===== config.mk =====
export PLATFORM = sky130hd
export DESIGN_NAME = key_mode_selector
export DESIGN_NICKNAME = d
export VERILOG_FILES = /design/src/key_mode_pkg.sv /design/src/key_mode_selector.sv
export SDC_FILE = /design/constraint.sdc
export NUM_CORES = 1
export LEC_CHECK = 0
export BUFFER_PORTS_ARGS = -buffer_cell sky130_fd_sc_hd__buf_4
export CORE_MARGIN = 2
export CORE_UTILIZATION = 34
export CTS_CLUSTER_DIAMETER = 200
export DETAILED_ROUTE_END_ITERATION = 10
export PLACE_DENSITY_LB_ADDON = 0.08
export SLEW_MARGIN = 30
export SYNTH_ARGS = -nofsm -noshare
export SYNTH_HDL_FRONTEND = slang
export SYNTH_SLANG_ARGS = --single-unit

===== constraint.sdc =====
create_clock -name aclk -period 4.25 [get_ports aclk]
set_clock_uncertainty 0.2 [all_clocks]
set_input_delay 0 -clock aclk [delete_from_list [all_inputs] [get_ports aclk]]
set_output_delay 0 -clock aclk [all_outputs]
set_load 0.02 [all_outputs]

===== src/key_mode_pkg.sv =====
// constants, types and register map of the electronic mode keyswitch
// assumes a 50 MHz system clock and an AXI4-Lite register master
package key_mode_pkg;

	localparam int unsigned CLK_HZ          = 50_000_000;
	localparam int unsigned TICK_MS         = 1;
	localparam int unsigned TICK_CYCLES     = CLK_HZ / 1000 * TICK_MS;
	localparam int unsigned MODE_HOLD_MS    = 500;
	localparam int unsigned STOP_HOLD_MS    = 300;
	localparam int unsigned FLASH_MS        = 200;
	localparam int unsigned FLASH_HALF_MS   = 50;

	localparam logic [7:0] ADDR_CTRL    = 8'h00;
	localparam logic [7:0] ADDR_STATUS  = 8'h04;
	localparam logic [7:0] ADDR_IRQ_ST  = 8'h08;
	localparam logic [7:0] ADDR_IRQ_MSK = 8'h0C;
	localparam logic [7:0] ADDR_OUTIMG  = 8'h10;
	localparam logic [7:0] ADDR_PHYOUT  = 8'h14;

	localparam int unsigned CTRL_CARD_BIT   = 0;
	localparam int unsigned CTRL_CFGDEP_BIT = 1;
	localparam int unsigned IRQ_MODE_BIT    = 0;
	localparam int unsigned IRQ_CLEAR_BIT   = 1;
	localparam int unsigned IRQ_LOSS_BIT    = 2;
	localparam logic [2:0]  IRQ_RESET       = 3'h0;
	localparam logic [1:0]  CTRL_RESET      = 2'h0;
	localparam logic [1:0]  AXI_OKAY        = 2'h0;
	localparam logic [1:0]  AXI_SLVERR      = 2'h2;

	typedef enum logic [3:0] {
		MODE_RUN_PROG = 4'b0001,
		MODE_RUN      = 4'b0010,
		MODE_STOP     = 4'b0100,
		MODE_CLEAR    = 4'b1000
	} cpu_mode_t;

	typedef enum logic [3:0] {
		SEQ_IDLE    = 4'b0001,
		SEQ_ARMED   = 4'b0010,
		SEQ_RELEASE = 4'b0100,
		SEQ_FLASH   = 4'b1000
	} clear_seq_t;

	typedef struct packed {
		logic run_prog;
		logic run;
		logic stop;
		logic clear;
	} key_leds_t;

	typedef struct packed {
		logic execute;
		logic allow_read;
		logic allow_write;
		logic panel_enable;
		logic memory_clear;
		logic reload_from_card;
	} cpu_ctrl_t;

endpackage : key_mode_pkg


===== src/key_mode_selector.sv =====
// electronic mode keyswitch: hold timing, mode leds, memory clear gesture, registers
// assumes key and authorization pins are asynchronous; axi4-lite master on aclk
//
// Local design decisions: the AXI4-Lite slave port and the address map.
`timescale 1ns/1ps
module key_mode_selector #(
	parameter int unsigned OUT_W    = 16,
	parameter int unsigned TICK_LEN = key_mode_pkg::TICK_CYCLES
) (
	input  wire logic                       aclk,
	input  wire logic                       aresetn,
	input  wire logic                       key_up,
	input  wire logic                       key_down,
	input  wire logic                       authorize,
	input  wire logic                       card_present,
	input  wire logic [7:0]                 s_axi_awaddr,
	input  wire logic                       s_axi_awvalid,
	output logic                            s_axi_awready,
	input  wire logic [31:0]                s_axi_wdata,
	input  wire logic [3:0]                 s_axi_wstrb,
	input  wire logic                       s_axi_wvalid,
	output logic                            s_axi_wready,
	output logic [1:0]                      s_axi_bresp,
	output logic                            s_axi_bvalid,
	input  wire logic                       s_axi_bready,
	input  wire logic [7:0]                 s_axi_araddr,
	input  wire logic                       s_axi_arvalid,
	output logic                            s_axi_arready,
	output logic [31:0]                     s_axi_rdata,
	output logic [1:0]                      s_axi_rresp,
	output logic                            s_axi_rvalid,
	input  wire logic                       s_axi_rready,
	output key_mode_pkg::key_leds_t         key_leds,
	output logic                            cpu_run_led,
	output logic                            cpu_stop_led,
	output key_mode_pkg::cpu_ctrl_t         cpu_ctrl,
	output logic [OUT_W-1:0]                digital_outputs,
	output logic                            irq
);
	import key_mode_pkg::*;

	localparam logic [15:0] TICK_LAST  = 16'(TICK_LEN - 1);
	localparam logic [9:0]  MODE_HOLD  = 10'(MODE_HOLD_MS);
	localparam logic [9:0]  STOP_HOLD  = 10'(STOP_HOLD_MS);
	localparam logic [9:0]  FLASH_LEN  = 10'(FLASH_MS);
	localparam logic [9:0]  FLASH_HALF = 10'(FLASH_HALF_MS);

	////////////////////////////////////////////////////////////////////////////
	// input synchronisers
	logic [3:0] sync_a;
	logic [3:0] sync_b;
	logic       up_s;
	logic       down_s;
	logic       auth_s;
	logic       card_s;

	always_ff @(posedge aclk)
	begin
		if (!aresetn)
		begin
			sync_a <= 4'h0;
			sync_b <= 4'h0;
		end
		else
		begin
			sync_a <= {card_present, authorize, key_down, key_up};
			sync_b <= sync_a;
		end
	end
	assign up_s   = sync_b[0];
	assign down_s = sync_b[1];
	assign auth_s = sync_b[2];
	assign card_s = sync_b[3];

	////////////////////////////////////////////////////////////////////////////
	// millisecond tick
	logic [15:0] tick_cnt;
	logic        tick;

	always_ff @(posedge aclk)
	begin
		if (!aresetn)
		begin
			tick_cnt <= 16'h0000;
			tick     <= 1'b0;
		end
		else
		begin
			tick     <= (tick_cnt == TICK_LAST);
			tick_cnt <= (tick_cnt == TICK_LAST) ? 16'h0000 : tick_cnt + 16'h0001;
		end
	end

	////////////////////////////////////////////////////////////////////////////
	// hold timing and mode selection
	cpu_mode_t  mode;
	clear_seq_t seq;
	logic [9:0] hold_ms;
	logic       step_done;
	logic       key_any;
	logic       down_only;
	logic       up_only;
	logic [9:0] need_ms;
	logic       mode_evt;
	logic       clear_evt;
	logic [9:0] flash_ms;

	assign key_any   = auth_s && (up_s ^ down_s);
	assign down_only = auth_s && down_s && !up_s;
	assign up_only   = auth_s && up_s && !down_s;
	// reaching stop from run needs the shorter hold
	assign need_ms   = (down_only && mode == MODE_RUN) ? STOP_HOLD : MODE_HOLD;

	always_ff @(posedge aclk)
	begin
		if (!aresetn)
		begin
			hold_ms   <= 10'h000;
			step_done <= 1'b0;
		end
		else if (!key_any)
		begin
			hold_ms   <= 10'h000;
			step_done <= 1'b0;
		end
		else if (tick && !step_done)
		begin
			if (hold_ms + 10'h001 >= need_ms)
			begin
				// continuing down hold from run re-times the next step
				hold_ms   <= 10'h000;
				step_done <= !(down_only && mode == MODE_RUN);
			end
			else
				hold_ms <= hold_ms + 10'h001;
		end
	end

	logic step_now;
	assign step_now = key_any && tick && !step_done && (hold_ms + 10'h001 >= need_ms);

	always_ff @(posedge aclk)
	begin
		if (!aresetn)
			mode <= MODE_STOP;
		else if (step_now)
		begin
			unique case (mode)
				MODE_RUN_PROG: mode <= down_only ? MODE_RUN : MODE_RUN_PROG;
				MODE_RUN:      mode <= down_only ? MODE_STOP : MODE_RUN_PROG;
				MODE_STOP:     mode <= down_only ? MODE_CLEAR : MODE_RUN;
				MODE_CLEAR:    mode <= down_only ? MODE_CLEAR : MODE_STOP;
			endcase
		end
		else if (seq == SEQ_FLASH && flash_ms == FLASH_LEN)
			mode <= MODE_STOP;
	end
	assign mode_evt = step_now;

	////////////////////////////////////////////////////////////////////////////
	// memory clear gesture: release then press down again
	always_ff @(posedge aclk)
	begin
		if (!aresetn)
		begin
			seq      <= SEQ_IDLE;
			flash_ms <= 10'h000;
		end
		else
		begin
			unique case (seq)
				SEQ_IDLE:    if (mode == MODE_CLEAR) seq <= SEQ_ARMED;
				SEQ_ARMED:
					if (mode != MODE_CLEAR) seq <= SEQ_IDLE;
					else if (auth_s && !down_s) seq <= SEQ_RELEASE;
				SEQ_RELEASE:
					if (mode != MODE_CLEAR) seq <= SEQ_IDLE;
					else if (down_only)
					begin
						seq      <= SEQ_FLASH;
						flash_ms <= 10'h000;
					end
				SEQ_FLASH:
					if (flash_ms == FLASH_LEN) seq <= SEQ_IDLE;
					else if (tick) flash_ms <= flash_ms + 10'h001;
			endcase
		end
	end
	assign clear_evt = (seq == SEQ_RELEASE) && (mode == MODE_CLEAR) && down_only;

	////////////////////////////////////////////////////////////////////////////
	// leds and cpu control
	logic       running;
	logic       flash_on;
	assign running  = (mode == MODE_RUN_PROG) || (mode == MODE_RUN);
	assign flash_on = (seq == SEQ_FLASH) ? ((flash_ms / FLASH_HALF) % 10'h002 == 10'h000)
	                                     : 1'b1;

	logic [1:0]       ctrl;
	logic [OUT_W-1:0] out_image;

	always_ff @(posedge aclk)
	begin
		if (!aresetn)
		begin
			key_leds     <= '0;
			cpu_run_led  <= 1'b0;
			cpu_stop_led <= 1'b0;
			cpu_ctrl     <= '0;
			digital_outputs <= '0;
		end
		else
		begin
			key_leds.run_prog <= auth_s && mode == MODE_RUN_PROG;
			key_leds.run      <= auth_s && mode == MODE_RUN;
			key_leds.stop     <= auth_s && mode == MODE_STOP;
			key_leds.clear    <= auth_s && mode == MODE_CLEAR;
			cpu_run_led       <= auth_s && running;
			cpu_stop_led      <= auth_s && !running && flash_on;
			cpu_ctrl.execute      <= running;
			cpu_ctrl.allow_read   <= 1'b1;
			cpu_ctrl.allow_write  <= mode != MODE_RUN;
			cpu_ctrl.panel_enable <= 1'b1;
			cpu_ctrl.memory_clear <= clear_evt;
			cpu_ctrl.reload_from_card <= clear_evt && card_s;
			digital_outputs <= running ? out_image : '0;
		end
	end

	////////////////////////////////////////////////////////////////////////////
	// axi4-lite slave
	logic [2:0]  irq_st;
	logic [2:0]  irq_msk;
	logic [2:0]  irq_set;
	logic [2:0]  irq_clr;
	logic        aw_held;
	logic        w_held;
	logic [7:0]  aw_addr;
	logic [31:0] w_data;
	logic [3:0]  w_strb;
	logic        do_write;

	assign do_write = aw_held && w_held && !s_axi_bvalid;
	assign irq_set  = {clear_evt && ctrl[CTRL_CFGDEP_BIT], clear_evt, mode_evt};

	always_ff @(posedge aclk)
	begin
		if (!aresetn)
		begin
			aw_held <= 1'b0;
			w_held  <= 1'b0;
			aw_addr <= 8'h00;
			w_data  <= 32'h0000_0000;
			w_strb  <= 4'h0;
			s_axi_bvalid <= 1'b0;
			s_axi_bresp  <= AXI_OKAY;
			ctrl      <= CTRL_RESET;
			irq_msk   <= IRQ_RESET;
			out_image <= '0;
		end
		else
		begin
			if (s_axi_awvalid && s_axi_awready)
			begin
				aw_held <= 1'b1;
				aw_addr <= s_axi_awaddr;
			end
			if (s_axi_wvalid && s_axi_wready)
			begin
				w_held <= 1'b1;
				w_data <= s_axi_wdata;
				w_strb <= s_axi_wstrb;
			end
			if (do_write)
			begin
				aw_held      <= 1'b0;
				w_held       <= 1'b0;
				s_axi_bvalid <= 1'b1;
				s_axi_bresp  <= AXI_OKAY;
				unique case (aw_addr)
					ADDR_CTRL:    if (w_strb[0]) ctrl <= w_data[1:0];
					ADDR_IRQ_MSK: if (w_strb[0]) irq_msk <= w_data[2:0];
					ADDR_OUTIMG:
						for (int i = 0; i < OUT_W; i++)
							if (w_strb[i/8]) out_image[i] <= w_data[i];
					ADDR_IRQ_ST, ADDR_STATUS, ADDR_PHYOUT: ;
					default: s_axi_bresp <= AXI_SLVERR;
				endcase
			end
			else if (s_axi_bvalid && s_axi_bready)
				s_axi_bvalid <= 1'b0;
		end
	end
	assign s_axi_awready = aresetn && !aw_held && !s_axi_bvalid;
	assign s_axi_wready  = aresetn && !w_held && !s_axi_bvalid;
	assign irq_clr = (do_write && aw_addr == ADDR_IRQ_ST && w_strb[0]) ? w_data[2:0] : 3'h0;

	always_ff @(posedge aclk)
	begin
		if (!aresetn)
		begin
			irq_st <= IRQ_RESET;
			irq    <= 1'b0;
		end
		else
		begin
			irq_st <= (irq_st & ~irq_clr) | irq_set;   // set wins over clear
			irq    <= |(irq_st & irq_msk);
		end
	end

	always_ff @(posedge aclk)
	begin
		if (!aresetn)
		begin
			s_axi_rvalid <= 1'b0;
			s_axi_rdata  <= 32'h0000_0000;
			s_axi_rresp  <= AXI_OKAY;
		end
		else if (s_axi_arvalid && s_axi_arready)
		begin
			s_axi_rvalid <= 1'b1;
			s_axi_rresp  <= AXI_OKAY;
			s_axi_rdata  <= 32'h0000_0000;
			unique case (s_axi_araddr)
				ADDR_CTRL:    s_axi_rdata <= {30'h0, ctrl};
				ADDR_STATUS:  s_axi_rdata <= {22'h0, card_s, auth_s, seq, mode};
				ADDR_IRQ_ST:  s_axi_rdata <= {29'h0, irq_st};
				ADDR_IRQ_MSK: s_axi_rdata <= {29'h0, irq_msk};
				ADDR_OUTIMG:  s_axi_rdata <= 32'(out_image);
				ADDR_PHYOUT:  s_axi_rdata <= 32'(digital_outputs);
				default:      s_axi_rresp <= AXI_SLVERR;
			endcase
		end
		else if (s_axi_rvalid && s_axi_rready)
			s_axi_rvalid <= 1'b0;
	end
	assign s_axi_arready = aresetn && !s_axi_rvalid;

endmodule : key_mode_selector


==> flow_summary_export.csv <==
group,metric,value,unit
status,status,"finished, final reports clean",
routing,highest_layer,"met4",
timing,clock.fmax,0.2933,GHz
floorplan,die_y,150.9,um
logic_synthesis,synth_most_common_cell,"sky130_fd_sc_hd__dfxtp_1",
placed_design,placedInstanceArea,8183,um2
placed_design,port_buffers,96,
global_route,number_of_antenna_violations_at_the_first_check_in_global_routing,0,
global_route,grt_first_pass_wirelength,30590,um
clock_network,clock_path_buffers,2,
pwr,power_switching,0.0008697,W
logic_synthesis,synth.cells.most_frequent,"sky130_fd_sc_hd__dfxtp_1 (154), sky130_fd_sc_hd__nand2_1 (108), sky130_fd_sc_hd__nor2_1 (98)",
timing,grt_setup_unrepaired,"false",
global_route,first_global_vias,6056,
global_route,grt_max_degree,72,
clock_network,cts-buffers-inserted,17,
floorplan,start_util,0.3481,
logic_synthesis,synthArstFlopShare,0,
clock_network,clock_tree_from_tritoncts,"built",
placed_design,gpl.final_weighted_congestion,0.7439,
timing,minimum_clock_period_after_layout,3410,ps
pwr,combinationalPowerShare,0.084,
floorplan,placeable_core_area,21090,um2
routing,met3RoutedLength,525,um
logic_synthesis,synth.top_cells.by_area,"sky130_fd_sc_hd__dfxtp_1 (42%), sky130_fd_sc_hd__nand2_1 (5.5%), sky130_fd_sc_hd__nor2_1 (5.0%), sky130_fd_sc_hd__a21oi_1 (4.6%), sky130_fd_sc_hd__nand3_1 (2.9%)",
clock_network,clkTransAtPathRegs,70,ps
logic_synthesis,synth_top_cell_by_area,"sky130_fd_sc_hd__dfxtp_1",
timing,final_max_slew_viol_count,0,
final_layout,area_added_between_synthesis_and_finish,27.13,%
placed_design,hpwlAfterDp,12650,um
timing,finalHoldViolCount,0,
final_layout,layout.nets,1074,
pwr,p_per_area,350.6,nW/um2
final_layout,fill_count,2167,
logic_synthesis,syn_area_per_cell,8.438,um2
worst_setup_path,worstSetupEndpointType,"register",
logic_synthesis,ys_ff_latch,154,
floorplan,io_pins,133,
pwr,share_seq_of_total_power,0.467,
logic_synthesis,synthCells,870,
routing,drt-pass1-iter-count,4,
routing,detail_route.vias_per_cell,4.860,
run,drv.max_cap_violation_count,0,
logic_synthesis,mappedNetlistArea,7341,um2
pwr,power_report.internal_total,0.002402,W
clock_network,tritoncts_num_sinks,154,
logic_synthesis,synth-main-ff-cell,"sky130_fd_sc_hd__dfxtp_1",
routing,m1WireLength,9016,um
logic_synthesis,synth.distinct_cells,77,
final_layout,post-route-cell-area,9333,um2
pwr,cellLeakagePower,3.721,nW
final_layout,drive_above_1_share,0.1736,
routing,met2RoutedLength,8572,um
floorplan,die_outline_area,22780,um2
final_layout,multi_input_area,3908,um2
pwr,clock_power_share,0.449,
global_route,globalRoute.totalOverflow,0,
routing,dr.first_iter.drc_count,236,
routing,route.final.wire_length,18250,um
logic_synthesis,ys_warn_count,0,
floorplan,std_cell_rows,53,
routing,drcViolationCount,0,
pwr,worst_ir_drop_vdd,227.9,uV
worst_setup_path,crit_arrival,3520,ps
worst_setup_path,crit_type,"register to register",
clock_network,cts.htree.levels,4,
routing,antenna_left,0,
clock_network,insertion_delay,420,ps
routing,dr_total_vias,6264,
timing,finalCritPeriodShare,0.8023,
min_path,hold_class,"input pin to register",
worst_setup_path,cp.required,4360,ps
timing,setup_viol_count_final,0,
logic_synthesis,synth_top_cell_area_share,0.4200,
clock_network,clock-root-buffer,"sky130_fd_sc_hd__clkbuf_16",
worst_setup_path,startpoint_type,"register",
routing,drt-wirelength-per-cell,14.16,um
pwr,switching_portion_of_total_power,0.2658,
worst_setup_path,critPathMaxFanout,9,
global_route,grt_util_all_layers,0.1681,
timing,max_slew_headroom,0.3766,
logic_synthesis,synth_enable_flop_cells,0,
floorplan,floorplan.die.width,150.9,um
final_layout,ff_latch_area,3083,um2
clock_network,cts.repair_timing.setup_buffer_count,0,
logic_synthesis,synth.yosys.seq_area_share,0.4200,
final_layout,n_antenna_cell,0,
timing,totalNegativeSetupSlack,0,ps
timing,worst_margin_slew,933.2,ps
[cells by family after synthesis]
| group | count (synthesis) | share of synthesized area |
|---|---|---|
| other cells | 1 | 0.0005108 |
| flops | 154 | 0.4200 |
| simple gates | 386 | 0.2637 |
| buf+inv | 83 | 0.05642 |
| compound gates | 170 | 0.1548 |
| fa+ha+maj | 10 | 0.01704 |
| mux | 33 | 0.04823 |
| xor+xnor | 33 | 0.03937 |
[cell type report]
cell class	instances	share of cell area
repair buffers	164	0.1475
clock inverters	14	0.01502
inverters	14	0.005631
flip-flops and latches	154	0.3303
multi-input cells	650	0.4187
well taps	275	0.03687
clock buffers	18	0.04598
[worst max-delay path, stage by stage, from the launching register on]
cell and delay (ps):
sky130_fd_sc_hd__dfxtp_1 500, sky130_fd_sc_hd__nand3b_1 250, sky130_fd_sc_hd__nor3_1 320, sky130_fd_sc_hd__inv_1 80, sky130_fd_sc_hd__ha_1 290, sky130_fd_sc_hd__a21o_1 150
sky130_fd_sc_hd__a21o_1 160, sky130_fd_sc_hd__a31o_2 220, sky130_fd_sc_hd__a21o_1 180, sky130_fd_sc_hd__o21ai_1 370, sky130_fd_sc_hd__a21oi_1 320, sky130_fd_sc_hd__o21a_1 250
[routing by layer]
| metal | global-route usage | vias to the layer above |
|---|---|---|
| met1 | 0.2262 | 2874 |
| met3 | 0.03133 | 9 |
| met4 | 0.04206 | 0 |
| met2 | 0.2789 | 95 |
| met5 | 0 | - |
| li1 | - | 3286 |
[repair_timing]
item,in CTS,in global routing
gates resized for setup,0,0
hold endpoints to repair,55,0
hold buffers,58,0
[stage by stage]
step	cells	worst slack [ps]	utilization	hold WS [ps]	power [W]
after global routing	1289	623.4	0.4426	40.90	0.003421
after detailed placement	1199	862.0	0.3880	-7.086	0.001798
final	1289	840.3	0.4426	15.52	0.003272
after floorplan	887	953.2	-	-172.3	0.001725
after global placement	1199	907.9	0.3880	-12.06	0.001799
after CTS	1289	841.5	0.4426	0.1621	0.003323
[path summary, 6_finish.rpt]
kind,slack (ps),to,depth (start not counted),startpoint
setup / recovery,840,irq_st[0],11,sync_b[2]
setup reg to reg,840,irq_st[0],11,sync_b[2]
hold reg to reg,230,sync_b[2],1,sync_a[2]
hold / removal,20,s_axi_rdata[15],4,s_axi_araddr[2]
[state kept, by name (all words and copies together), names as in the netlist, 5 cells and up]
register	cells
tick_cnt	16
digital_outputs	16
s_axi_rdata	16
out_image	16
aw_addr	8
hold_ms	10
w_data	16
cpu_ctrl	5
flash_ms	10
[power groups by stage]
stage	Clock [W]	Combinational [W]	Sequential, W
6_report	0.00147	0.000276	0.00153
3_5_place_dp	0	0.000238	0.00156
2_1_floorplan	0	0.000182	0.00154
4_1_cts	0.00152	0.000278	0.00153
5_1_grt	0.00158	0.000307	0.00153
3_3_place_gp	0	0.000238	0.00156
[cell usage in the layout, fill, tap and decap left out, drive strengths merged, types with 19 or more instances in the layout]
cell and count:
nor2 99, nand2 108, inv 27, o21ai 20, dlygate4sd3 58, a21oi 68
xnor2 19, and2 31, nand3 42, buf 106, dfxtp 154
(Power assumes the default switching activity.)
